--- src/inc/seq_ctrl_pkg.sv ---
package seq_ctrl_pkg;

  // Instruction opcodes
  localparam logic [7:0] OP_DATA_MAX = 8'h7f;
  localparam logic [7:0] OP_IO_UPDATE = 8'h80;
  localparam logic [7:0] OP_CAL_BOTH = 8'h90;
  localparam logic [7:0] OP_CAL_A = 8'h91;
  localparam logic [7:0] OP_CAL_B = 8'h92;
  localparam logic [7:0] OP_FREE_BOTH = 8'h98;
  localparam logic [7:0] OP_FREE_A = 8'h99;
  localparam logic [7:0] OP_FREE_B = 8'h9a;
  localparam logic [7:0] OP_SYNC_ALL = 8'ha0;
  localparam logic [7:0] OP_SYNC_A = 8'ha1;
  localparam logic [7:0] OP_SYNC_B = 8'ha2;
  localparam logic [3:0] OP_COND_NIBBLE = 4'hb;
  localparam logic [7:0] OP_PAUSE = 8'hfe;
  localparam logic [7:0] OP_END = 8'hff;

  // Widths and depths
  localparam int SP_AW = 6;
  localparam int SP_DEPTH = 64;
  localparam int NV_AW = 11;
  localparam int MAP_AW = 16;
  localparam int TAGS = 16;

  // Register offsets
  localparam logic [7:0] REG_CTRL = 8'h00;
  localparam logic [7:0] REG_COND = 8'h01;
  localparam logic [7:0] REG_STATUS = 8'h02;
  localparam logic [1:0] REG_SP_PAGE = 2'h1;

  // Field positions
  localparam int CTRL_WR_EN_BIT = 0;
  localparam int CTRL_SAVE_BIT = 1;
  localparam int CTRL_LOAD_BIT = 2;
  localparam int STAT_BUSY_BIT = 0;
  localparam int STAT_FAULT_BIT = 1;
  localparam int STAT_DONE_BIT = 2;

  // Reset values
  localparam logic [3:0] COND_RESET = 4'h0;
  localparam logic [7:0] BYTE_RESET = 8'h00;

  typedef enum logic [3:0] {
    ST_IDLE, ST_OP_REQ, ST_OP_GAP, ST_OP_USE, ST_ADR_REQ, ST_ADR_GAP, ST_ADR_USE,
    ST_DAT_REQ, ST_DAT_GAP, ST_DAT_USE, ST_SUM_REQ, ST_SUM_GAP, ST_SUM_USE
  } seq_state_t;

endpackage

--- src/byte_ram.sv ---
`timescale 1ns/1ps
module byte_ram (
  input wire logic clk,
  input wire logic reset,
  input wire logic wr_en,
  input wire logic [seq_ctrl_pkg::SP_AW-1:0] wr_addr,
  input wire logic [7:0] wr_data,
  input wire logic rd_en,
  input wire logic [seq_ctrl_pkg::SP_AW-1:0] rd_addr,
  output logic [7:0] rd_data
);
  import seq_ctrl_pkg::*;

  typedef struct packed {
    logic [SP_DEPTH-1:0][7:0] mem;
    logic [7:0] rd_data;
  } ram_t;

  ram_t q, d;

  // Write port and registered read port
  always_comb begin
    d = q;
    if (wr_en) begin
      d.mem[wr_addr] = wr_data;
    end
    if (rd_en) begin
      d.rd_data = q.mem[rd_addr];
    end
  end

  always_ff @(posedge clk) begin
    if (reset) begin
      q <= '0;
    end else begin
      q <= d;
    end
  end

  assign rd_data = q.rd_data;
endmodule

--- src/cond_tag_board.sv ---
`timescale 1ns/1ps
module cond_tag_board (
  input wire logic clk,
  input wire logic reset,
  input wire logic clear,
  input wire logic tag_stb,
  input wire logic [3:0] tag_code,
  input wire logic [3:0] cond,
  output logic exec
);
  import seq_ctrl_pkg::*;

  typedef struct packed {
    logic [TAGS-1:0] board;
  } tag_t;

  tag_t q, d;

  // Null code wipes the board, other codes add a tag
  always_comb begin
    d = q;
    if (clear) begin
      d.board = '0;
    end else if (tag_stb) begin
      if (tag_code == 4'h0) begin
        d.board = '0;
      end else begin
        d.board[tag_code] = 1'b1;
      end
    end
  end

  always_ff @(posedge clk) begin
    if (reset) begin
      q <= '0;
    end else begin
      q <= d;
    end
  end

  // Run all with null condition or empty board, else only when tagged
  assign exec = (cond == 4'h0) || (q.board == '0) || q.board[cond];
endmodule

--- src/eeprom_sequence_controller.sv ---
`timescale 1ns/1ps
module eeprom_sequence_controller (
  input wire logic clk,
  input wire logic reset,
  input wire logic [7:0] addr,
  input wire logic [7:0] wr_data,
  input wire logic wr,
  input wire logic rd,
  output logic [7:0] rd_data,
  output logic [seq_ctrl_pkg::MAP_AW-1:0] map_addr,
  output logic [7:0] map_wdata,
  output logic map_wr,
  output logic map_rd,
  input wire logic [7:0] map_rdata,
  output logic [seq_ctrl_pkg::NV_AW-1:0] nv_addr,
  output logic [7:0] nv_wdata,
  output logic nv_wr,
  output logic nv_rd,
  input wire logic [7:0] nv_rdata,
  input wire logic [1:0] powerup_pin_state,
  input wire logic sysclk_stable,
  input wire logic analog_loop_a_locked,
  input wire logic analog_loop_b_locked,
  input wire logic sync_override,
  output logic io_update,
  output logic cal_analog_loop_a,
  output logic cal_analog_loop_b,
  output logic freerun_digital_loop_a,
  output logic freerun_digital_loop_b,
  output logic sync_group_a,
  output logic sync_group_b
);
  import seq_ctrl_pkg::*;

  typedef struct packed {
    seq_state_t st;
    logic up;
    logic [SP_AW-1:0] sp_ptr;
    logic [NV_AW-1:0] nv_ptr;
    logic [MAP_AW-1:0] map_ptr;
    logic [6:0] cnt;
    logic adr_idx;
    logic run;
    logic [7:0] csum;
    logic wr_en;
    logic fault;
    logic done;
    logic [3:0] cond;
    logic [1:0] pins;
    logic pins_taken;
    logic [1:0] cal_pend;
    logic [1:0] sync_pend;
    logic sp_rd;
    logic [7:0] rd_data;
    logic [MAP_AW-1:0] map_addr;
    logic [7:0] map_wdata;
    logic map_wr;
    logic map_rd;
    logic [NV_AW-1:0] nv_addr;
    logic [7:0] nv_wdata;
    logic nv_wr;
    logic nv_rd;
    logic io_update;
    logic [1:0] cal;
    logic [1:0] freerun;
    logic [1:0] sync;
  } ctl_t;

  ctl_t q, d;
  logic [7:0] sp_rdata;
  logic sp_wr;
  logic tag_clear;
  logic tag_stb;
  logic exec;
  logic [3:0] active_cond;
  logic [7:0] src_byte;
  logic [1:0] cal_req;
  logic [1:0] sync_req;
  logic [1:0] cal_fire;
  logic [1:0] sync_fire;

  // True when a bus address falls on a given register
  function automatic logic reg_hit(input logic [7:0] a, input logic [7:0] off);
    reg_hit = (a == off);
  endfunction

  // Scratchpad: software writes, controller reads
  assign sp_wr = wr && (addr[7:6] == REG_SP_PAGE);

  byte_ram sp_ram (
    .clk(clk),
    .reset(reset),
    .wr_en(sp_wr),
    .wr_addr(addr[SP_AW-1:0]),
    .wr_data(wr_data),
    .rd_en(q.sp_rd),
    .rd_addr(q.sp_ptr),
    .rd_data(sp_rdata)
  );

  // Register field wins when nonzero, else the captured pins
  assign active_cond = (q.cond != 4'h0) ? q.cond : {2'b00, q.pins};

  cond_tag_board tags (
    .clk(clk),
    .reset(reset),
    .clear(tag_clear),
    .tag_stb(tag_stb),
    .tag_code(src_byte[3:0]),
    .cond(active_cond),
    .exec(exec)
  );

  // Sequence bytes come from the scratchpad on upload, the store on download
  assign src_byte = q.up ? sp_rdata : nv_rdata;

  // Lock and clock-stable gating of the held requests
  assign cal_fire = q.cal_pend & {2{sysclk_stable}};
  assign sync_fire = q.sync_pend & ({analog_loop_b_locked, analog_loop_a_locked} | {2{sync_override}});

  always_comb begin
    d = q;
    d.sp_rd = 1'b0;
    d.map_wr = 1'b0;
    d.map_rd = 1'b0;
    d.nv_wr = 1'b0;
    d.nv_rd = 1'b0;
    d.io_update = 1'b0;
    d.rd_data = BYTE_RESET;
    tag_clear = 1'b0;
    tag_stb = 1'b0;
    cal_req = 2'b00;
    sync_req = 2'b00;

    // Capture the pin state once after reset release
    if (!q.pins_taken) begin
      d.pins = powerup_pin_state;
      d.pins_taken = 1'b1;
    end

    // Register writes
    if (wr && reg_hit(addr, REG_CTRL)) begin
      d.wr_en = wr_data[CTRL_WR_EN_BIT];
    end
    if (wr && reg_hit(addr, REG_COND)) begin
      d.cond = wr_data[3:0];
    end

    // Register reads, data valid the following cycle only
    if (rd && reg_hit(addr, REG_CTRL)) begin
      d.rd_data[CTRL_WR_EN_BIT] = q.wr_en;
    end else if (rd && reg_hit(addr, REG_COND)) begin
      d.rd_data[3:0] = q.cond;
    end else if (rd && reg_hit(addr, REG_STATUS)) begin
      d.rd_data[STAT_BUSY_BIT] = (q.st != ST_IDLE);
      d.rd_data[STAT_FAULT_BIT] = q.fault;
      d.rd_data[STAT_DONE_BIT] = q.done;
    end

    unique case (q.st)
      ST_IDLE: begin
        if (wr && reg_hit(addr, REG_CTRL) && wr_data[CTRL_LOAD_BIT]) begin
          d.up = 1'b0;
          d.fault = 1'b0;
          d.done = 1'b0;
          tag_clear = 1'b1;
          d.st = ST_OP_REQ;
        end else if (wr && reg_hit(addr, REG_CTRL) && wr_data[CTRL_SAVE_BIT] && wr_data[CTRL_WR_EN_BIT]) begin
          d.up = 1'b1;
          d.st = ST_OP_REQ;
        end
      end
      ST_OP_REQ: begin
        d.sp_rd = q.up;
        d.nv_rd = !q.up;
        d.nv_addr = q.nv_ptr;
        d.st = ST_OP_GAP;
      end
      ST_OP_GAP: begin
        d.st = ST_OP_USE;
      end
      ST_OP_USE: begin
        d.st = ST_OP_REQ;
        if (q.up) begin
          d.sp_ptr = SP_AW'(q.sp_ptr + 6'd1);
        end else begin
          d.nv_ptr = NV_AW'(q.nv_ptr + 11'd1);
        end
        if (src_byte <= OP_DATA_MAX) begin
          d.cnt = src_byte[6:0];
          d.csum = BYTE_RESET;
          d.adr_idx = 1'b0;
          d.run = q.up || exec;
          d.st = ST_ADR_REQ;
        end else if (src_byte == OP_PAUSE && q.up) begin
          d.sp_ptr = '0;
          d.st = ST_IDLE;
        end else if (src_byte == OP_END) begin
          d.nv_ptr = '0;
          d.st = ST_IDLE;
          if (q.up) begin
            d.sp_ptr = '0;
          end else begin
            d.done = !q.fault;
          end
        end else if (!q.up && src_byte[7:4] == OP_COND_NIBBLE) begin
          tag_stb = 1'b1;
        end else if (!q.up && exec) begin
          unique case (src_byte)
            OP_IO_UPDATE: d.io_update = 1'b1;
            OP_CAL_BOTH: cal_req = 2'b11;
            OP_CAL_A: cal_req = 2'b01;
            OP_CAL_B: cal_req = 2'b10;
            OP_FREE_BOTH, OP_FREE_A, OP_FREE_B: d.freerun = 2'b11;
            OP_SYNC_ALL: sync_req = 2'b11;
            OP_SYNC_A: sync_req = 2'b01;
            OP_SYNC_B: sync_req = 2'b10;
            default: d.io_update = 1'b0;
          endcase
        end
        // Upload copies every byte except a pause into the store
        if (q.up && src_byte != OP_PAUSE) begin
          d.nv_wr = 1'b1;
          d.nv_addr = q.nv_ptr;
          d.nv_wdata = src_byte;
          if (src_byte != OP_END) begin
            d.nv_ptr = NV_AW'(q.nv_ptr + 11'd1);
          end
        end
      end
      ST_ADR_REQ: begin
        d.sp_rd = q.up;
        d.nv_rd = !q.up;
        d.nv_addr = q.nv_ptr;
        d.st = ST_ADR_GAP;
      end
      ST_ADR_GAP: begin
        d.st = ST_ADR_USE;
      end
      ST_ADR_USE: begin
        // First address byte is the high half
        if (!q.adr_idx) begin
          d.map_ptr[15:8] = src_byte;
          d.adr_idx = 1'b1;
          d.st = ST_ADR_REQ;
        end else begin
          d.map_ptr[7:0] = src_byte;
          d.st = ST_DAT_REQ;
        end
        d.nv_ptr = NV_AW'(q.nv_ptr + 11'd1);
        if (q.up) begin
          d.sp_ptr = SP_AW'(q.sp_ptr + 6'd1);
          d.nv_wr = 1'b1;
          d.nv_addr = q.nv_ptr;
          d.nv_wdata = src_byte;
        end
      end
      ST_DAT_REQ: begin
        d.map_rd = q.up;
        d.map_addr = q.map_ptr;
        d.nv_rd = !q.up;
        d.nv_addr = q.nv_ptr;
        d.st = ST_DAT_GAP;
      end
      ST_DAT_GAP: begin
        d.st = ST_DAT_USE;
      end
      ST_DAT_USE: begin
        if (q.up) begin
          d.csum = 8'(q.csum + map_rdata);
          d.nv_wr = 1'b1;
          d.nv_addr = q.nv_ptr;
          d.nv_wdata = map_rdata;
        end else begin
          d.csum = 8'(q.csum + nv_rdata);
          d.map_wr = q.run;
          d.map_addr = q.map_ptr;
          d.map_wdata = nv_rdata;
        end
        d.nv_ptr = NV_AW'(q.nv_ptr + 11'd1);
        d.map_ptr = MAP_AW'(q.map_ptr + 16'h0001);
        if (q.cnt == 7'h00) begin
          d.st = ST_SUM_REQ;
        end else begin
          d.cnt = 7'(q.cnt - 7'h01);
          d.st = ST_DAT_REQ;
        end
      end
      ST_SUM_REQ: begin
        d.nv_addr = q.nv_ptr;
        if (q.up) begin
          d.nv_wr = 1'b1;
          d.nv_wdata = q.csum;
          d.nv_ptr = NV_AW'(q.nv_ptr + 11'd1);
          d.st = ST_OP_REQ;
        end else begin
          d.nv_rd = 1'b1;
          d.st = ST_SUM_GAP;
        end
      end
      ST_SUM_GAP: begin
        d.st = ST_SUM_USE;
      end
      ST_SUM_USE: begin
        if (nv_rdata != q.csum) begin
          d.fault = 1'b1;
        end
        d.nv_ptr = NV_AW'(q.nv_ptr + 11'd1);
        d.st = ST_OP_REQ;
      end
      default: d.st = ST_IDLE;
    endcase

    // One-cycle side effects; a new request beats the clear of a pending one
    if (q.st != ST_OP_USE) begin
      d.freerun = 2'b00;
    end
    d.cal = cal_fire;
    d.sync = sync_fire;
    d.cal_pend = (q.cal_pend & ~cal_fire) | cal_req;
    d.sync_pend = (q.sync_pend & ~sync_fire) | sync_req;
  end

  always_ff @(posedge clk) begin
    if (reset) begin
      q <= '0;
      q.st <= ST_IDLE;
      q.cond <= COND_RESET;
    end else begin
      q <= d;
    end
  end

  // Outputs straight from the state register
  assign rd_data = q.rd_data;
  assign map_addr = q.map_addr;
  assign map_wdata = q.map_wdata;
  assign map_wr = q.map_wr;
  assign map_rd = q.map_rd;
  assign nv_addr = q.nv_addr;
  assign nv_wdata = q.nv_wdata;
  assign nv_wr = q.nv_wr;
  assign nv_rd = q.nv_rd;
  assign io_update = q.io_update;
  assign cal_analog_loop_a = q.cal[0];
  assign cal_analog_loop_b = q.cal[1];
  assign freerun_digital_loop_a = q.freerun[0];
  assign freerun_digital_loop_b = q.freerun[1];
  assign sync_group_a = q.sync[0];
  assign sync_group_b = q.sync[1];
endmodule

--- config.mk ---
export PLATFORM = sky130hd
export DESIGN_NAME = eeprom_sequence_controller
export DESIGN_NICKNAME = d
export VERILOG_FILES = /design/src/inc/seq_ctrl_pkg.sv /design/src/byte_ram.sv /design/src/cond_tag_board.sv /design/src/eeprom_sequence_controller.sv
export SDC_FILE = /design/constraint.sdc
export NUM_CORES = 2
export LEC_CHECK = 0
export BUFFER_PORTS_ARGS = -buffer_cell sky130_fd_sc_hd__buf_4
export CORE_MARGIN = 2
export CORE_UTILIZATION = 45
export CTS_BUF_LIST = sky130_fd_sc_hd__clkbuf_8
export CTS_CLUSTER_SIZE = 12
export DETAILED_ROUTE_END_ITERATION = 10
export PLACE_DENSITY = 0.65
export SLEW_MARGIN = 20
export SYNTH_ARGS = -nofsm -noshare
export SYNTH_HDL_FRONTEND = slang
export SYNTH_SLANG_ARGS = --single-unit
export TNS_END_PERCENT = 1
--- constraint.sdc ---
create_clock -name clk -period 3.2 [get_ports clk]
set_clock_uncertainty 0.1 [all_clocks]
set_input_delay 0.64 -clock clk [delete_from_list [all_inputs] [get_ports clk]]
set_output_delay 0.64 -clock clk [all_outputs]
set_load 0.01 [all_outputs]
Yosys cells after proc, flatten, opt, wreduce, memory -nomap -nowiden

Cells that the tools add are included.

Add/sub/neg operators: 6
Order comparisons: 7
Equal/unequal tests: 48
Multiplexer cells: 85
Bitwise gates (word level): 21
Reduce and logical (&&, ||, !) cells: 66

Operators with widths:

| operator                                                        | count |
|---|---|
| 512-bit bitwise mux                                             | 1 |
| 8-bit == test, second input constant                            | 12 |
| 16-bit one-hot mux with 2 select lines                          | 2 |
| 20-bit two-way mux                                              | 3 |
| 11-bit two-way mux                                              | 5 |
| 4-bit one-hot mux with 13 select lines                          | 1 |
| 17-bit two-way mux                                              | 3 |
| 8-bit binary-select mux with 6-bit select                       | 1 |
| 8-bit demux with 6-bit select                                   | 1 |
| 8-bit two-way mux                                               | 6 |
| 11-bit one-hot mux with 4 select lines                          | 1 |
| 9-bit one-hot mux with 4 select lines                           | 1 |
| 11-bit one-hot mux with 3 select lines                          | 1 |
| 2-bit != test, second input constant                            | 15 |
| 2-bit two-way mux                                               | 14 |
| 25-bit two-way mux                                              | 1 |
| 4-bit == test, second input constant                            | 6 |
| 1-bit two-way mux                                               | 19 |
| 6-bit two-way mux                                               | 3 |
| 2-bit AND reduction                                             | 9 |
| 16-bit by 1-bit adder with 16-bit output, second input constant | 1 |
| 8-bit adder                                                     | 2 |
| 4-bit by 3-bit == test with 1-bit output, second input constant | 4 |
| 16-bit zero test                                                | 1 |
| 53 further kinds                                                | 120 |

Register bits after elaboration: 667
Input port bits: 42
Output and inout port bits: 62
Logic and storage cells: 334

Depth between registers and ports, before layout

Depth after elaboration: 13
Mapped depth: 14
Mapped depth without buffers: 10

Modules after synthesis

Synthesis repeated with hierarchy kept, for this count alone.

Cell total of the unflattened synthesis: 3498
Area total of the unflattened synthesis: 31057.3 µm²

Modules (own cells, without submodules):

| module                     | instances | cells an instance | area an instance (µm²) | seq. area each (µm²) |
|---|---|---|---|---|
| byte_ram                   | 1         | 2505              | 22993.3                | 10410.0 |
| eeprom_sequence_controller | 1         | 919               | 7362.1                 | 2542.4 |
| cond_tag_board             | 1         | 74                | 701.9                  | 320.3 |

Least setup slack after synthesis

No wires, ideal clock.

Path kind: register to register
Start: register q[127] in the netlist's numbering
End: register q[83] in the netlist's numbering
Setup time: 120 ps
Arrival: 2666 ps
Data required time: 2980 ps
Setup slack: 314 ps
Stages on the path, launching flop included: 15
Path buffers: 5
Clock period less this slack: 2886 ps
Cells stage by stage: dfxtp_1 buf_4 buf_2 buf_2 buf_2 buf_1 a21o_1 ha_1 fa_1 a21o_1 a21oi_1 o21bai_1 a21oi_1 or4_1 nand3_1

Word-level cells in the longest chain between the ends: 4
Elaborated cells on any way between the ends: 6
Classes of those cells: order compare: 1; eq/ne: 1; mux: 3; reduce/logical: 1

Ends and longest elaborated chain:

| what                                                      | line                              | source |
|---|---|---|
| start: declaration                                        | eeprom_sequence_controller.sv:69  | `ctl_t q, d;` |
| 8-bit two-way mux                                         | eeprom_sequence_controller.sv:115 | `assign src_byte = q.up ? sp_rdata : nv_rdata;` |
| 8-bit by 7-bit less-or-equal comparator with 1-bit output | eeprom_sequence_controller.sv:189 | `if (src_byte <= OP_DATA_MAX) begin` |
| 2-bit != test (no source line)                            | n/a                               |  |
| 2-bit AND reduction (no source line)                      | n/a                               |  |

Several ways; a longest one is shown, not always the timed one.
A chain may end at the register's enable or synchronous reset.

Worst setup path in the final report

Start: register q[123] in the netlist's numbering
End: register sp_ram.q (netlist bit sp_ram.rd_data[4])

Word-level cells in the longest chain between the ends: 2

Ends and longest elaborated chain:

| what                                      | line           | source |
|---|---|---|
| 8-bit binary-select mux with 6-bit select | byte_ram.sv:28 | `d.rd_data = q.mem[rd_addr];` |
| 8-bit two-way mux (not written as such)   | byte_ram.sv:28 |  |
| end signal: assignment                    | byte_ram.sv:34 | `q <= '0;` |
| end signal: assignment                    | byte_ram.sv:36 | `q <= d;` |
| end: declaration                          | byte_ram.sv:19 | `ram_t q, d;` |

Every way passes these cells. The select of a mux whose other input is x is not followed.

==> impl_metrics.env <==
export IMPL_status="completed"
export IMPL_numClockSinks=663
export IMPL_synth_edf_count=0
export IMPL_clockPowerShare=0.457
export IMPL_dieArea_sq_mm=0.0714
export IMPL_ctsResizeCount=0
export IMPL_postCtsHoldBufs=0
export IMPL_syn_area_per_cell_sq_um=8.37
export IMPL_critPathKind="reg2reg"
export IMPL_routed_wl_mm=92.6
export IMPL_cp_endpoint="sp_ram.rd_data[4]"
export IMPL_p_sw_frac=0.253
export IMPL_crit_chain="buf_12 -> mux2_2 -> a2111oi_0 -> buf_4 -> nand3_1 -> o22ai_1 -> o22ai_1"
export IMPL_layout_commonest_cell="dfxtp_1"
export IMPL_critPathSlowestCell="dfxtp_4"
export IMPL_relSlewSlack=0.307
export IMPL_fp_dieW_um=267
export IMPL_worst_skew_pair_late_latency_ns=0.77
export IMPL_cts_root_buf="clkbuf_8"
export IMPL_drive_above_1_share=0.139
export IMPL_fin_crit_sh=0.882
export IMPL_internal_power_mw=12.5
export IMPL_antenna_found_initial=4
export IMPL_ir_worst_vdd_mv=0.327
export IMPL_hold_path_class="in2reg"
export IMPL_syn2layout_area_growth_pct=12.1
export IMPL_htree_levels=3
export IMPL_fmax_mhz=354
export IMPL_crit_reg2reg_capture="sp_ram.rd_data[4]"
export IMPL_setup_viol=0
export IMPL_fin_crit_ns=2.82
export IMPL_holdWs_ns=0.0495
export IMPL_grt_pass1_wl_mm=146
export IMPL_grt_pass1_vias=25900
export IMPL_yosysSeqAreaShare=0.426
export IMPL_rows=96
export IMPL_reg2reg_from="q[123]"
export IMPL_power_frac_seq=0.496
export IMPL_async_flop_share=0
export IMPL_hold_viol_final=0
export IMPL_drc=0
export IMPL_critPathMaxStageDelay_ns=0.66
export IMPL_cp_required_ns=3.70
export IMPL_p_sw_mw=4.22
export IMPL_dr_pass1_iters=6
export IMPL_setup_tns_ns=0
export IMPL_cts_tree="yes"
export IMPL_cp_end_kind="register"
export IMPL_routedWlPerCell_um=19.6
export IMPL_combinationalPowerShare=0.047
export IMPL_postSynthCellCount=3728
export IMPL_p_leak_nw=11.4
export IMPL_setup_worst_path_start="q[123]"
export IMPL_maxCapViolations=0
export IMPL_vias=27300
export IMPL_overflow=0
export IMPL_start_util=0.455
export IMPL_cp_data_arrival_time_ns=3.32
export IMPL_routed_via_density=5.76
export IMPL_ant_nets=0
export IMPL_dpl_hpwl_mm=58.7
export IMPL_worst_pin_slew_ns=1.04
export IMPL_grt_max_degree=123
export IMPL_path_common_cell="o22ai_1"
export IMPL_final_cell_mix="660 x dfxtp_1, 552 x nand2_1, 479 x a21oi_1, 323 x mux2i_1, 315 x nor2_1"
export IMPL_clk_path_buf_depth=3
export IMPL_ys_ff_latch=663
export IMPL_first_iter_violations=2518
export IMPL_fin_util=0.510
export IMPL_rrSetupSlack_ns=0.38
export IMPL_synth_distinct_cells=89
export IMPL_crit_path_max_fanout=24
export IMPL_core_sq_mm=0.0686
export IMPL_worst_setup_path_start_kind="register"
export IMPL_synth_flop_cell="dfxtp_1"
export IMPL_grt_use_total=0.255
export IMPL_p_total_mw=16.7
export IMPL_cts_buffers=110
export IMPL_io_pins=104
export IMPL_finalNetCount=3761
export IMPL_clkTransAtPathRegs_ns=0.06
export IMPL_rsz0062_at_grt="no"
export IMPL_port_buffers=99
export IMPL_chipHeight_um=267
export IMPL_reg2reg_depth=7
export IMPL_postCtsSetupRepairBufs=0
export IMPL_slew_viol_final=0
export IMPL_synth_area_sq_mm=0.0312
export IMPL_power_density_mw_per_mm2=478
export IMPL_routabilityCongestion=0.922
export IMPL_ys_warn_count=0
==> metrics by stage <==
stage | instance area, sq um | instances | setup slack, ns
after floorplan | 31200 | 3731 | 0.314
after global placement | 32700 | 4524 | 0.407
after detailed placement | 32700 | 4524 | 0.381
after CTS | 34900 | 4725 | 0.393
after global routing | 34900 | 4727 | 0.259
final | 34900 | 4727 | 0.377
==> synth_stat cells, drive strengths merged (5+ instances only) <==
cell type | instances | area, sq um
a2111oi | 10 | 88.8
a211oi | 11 | 82.6
a21o | 6 | 45.0
a21oi | 481 | 2410
a221oi | 6 | 52.6
a222oi | 5 | 50.1
a22o | 16 | 140
a22oi | 14 | 105
a311oi | 14 | 129
a31oi | 17 | 106
and2 | 11 | 68.8
and3 | 11 | 68.8
and3b | 5 | 43.8
buf | 155 | 920
clkbuf | 219 | 823
dfxtp | 663 | 13300
ha | 13 | 163
inv | 21 | 78.8
mux2 | 17 | 191
mux2i | 323 | 3230
mux4 | 49 | 1100
nand2 | 553 | 2080
nand2b | 16 | 100
nand3 | 303 | 1530
nand3b | 6 | 48.8
nand4 | 13 | 81.3
nor2 | 340 | 1430
nor2b | 10 | 62.6
nor3 | 39 | 205
nor3b | 9 | 67.6
nor4 | 13 | 103
o211ai | 7 | 52.6
o21ai | 179 | 896
o21bai | 5 | 37.5
o221ai | 8 | 70.1
o22ai | 55 | 350
o31ai | 11 | 82.6
or2 | 10 | 62.6
or3 | 5 | 31.3
or4 | 7 | 52.6
xnor2 | 6 | 52.6
xor2 | 11 | 96.3
==> registers in the layout, summed over array words and instances (netlist names), 4 cells and up <==
name,flops
map_addr,16
nv_addr,11
sp_ram.rd_data,8
rd_data,4
sp_ram.q,512
tags.q,16
map_wdata,8
nv_wdata,8
q,70
==> power by group through the flow <==
stage               clock network (mW)  logic, mW  registers (mW)
finish                            7.63      0.788            8.28
global route                      8.15      0.832            8.28
CTS                               7.76      0.774            8.28
detailed placement                   0      0.772            8.46
global placement                     0      0.772            8.46
floorplan                            0      0.474            8.45
==> logic make-up after synthesis <==
logic type / count (synthesis) / share of synthesized area
XOR/XNOR: 17 / 0.00477
other: 1 / 0.000120
flip-flops: 663 / 0.426
AO/OA/AOI/OAI: 877 / 0.160
multiplexers: 389 / 0.145
buffers and inverters: 395 / 0.0584
adder cells (fa/ha/maj): 14 / 0.00586
AND/OR/NAND/NOR: 1372 / 0.200
==> worst min path at each step <==
stage | start | endpoint | slack [ns] | cells past startpoint
after detailed placement | tags.q[0] | tags.q[0] | 0.32 | 2
final | powerup_pin_state[1] | q[69] | 0.05 | 3
after global placement | tags.q[0] | tags.q[0] | 0.33 | 2
after global routing | analog_loop_a_locked | q[63] | 0.06 | 4
after CTS | powerup_pin_state[1] | q[69] | 0.01 | 3
after floorplan | tags.q[0] | tags.q[0] | 0.31 | 2
==> metal layers <==
layer / vias up / wire [um] / global-route usage
met2: 962 / 42400 / 0.409
met5: - / 0 / 0
met1: 13100 / 41200 / 0.348
met3: 156 / 6550 / 0.0380
met4: 0 / 2540 / 0.0893
li1: 13100 / - / -
==> area by class of cell <==
type,instances,area (sq um)
Fill cell,6554,33600
Multi-Input combinational cell,2673,16200
Sequential cell,663,13300
Timing Repair Buffer,236,1990
Clock buffer,143,1970
Tap cell,931,1160
Clock inverter,58,307
Inverter,21,78.8
Antenna cell,2,5.00
==> critical path, delay by kind of cell, from the launching register on <==
kind                   cells  cell delay [ns]
flip-flops                 1             0.66
buffers and inverters      2             0.46
multiplexers               1             0.35
AO/OA/AOI/OAI              3             0.93
AND/OR/NAND/NOR            1             0.17
Power figures use the tool's default switching activity.
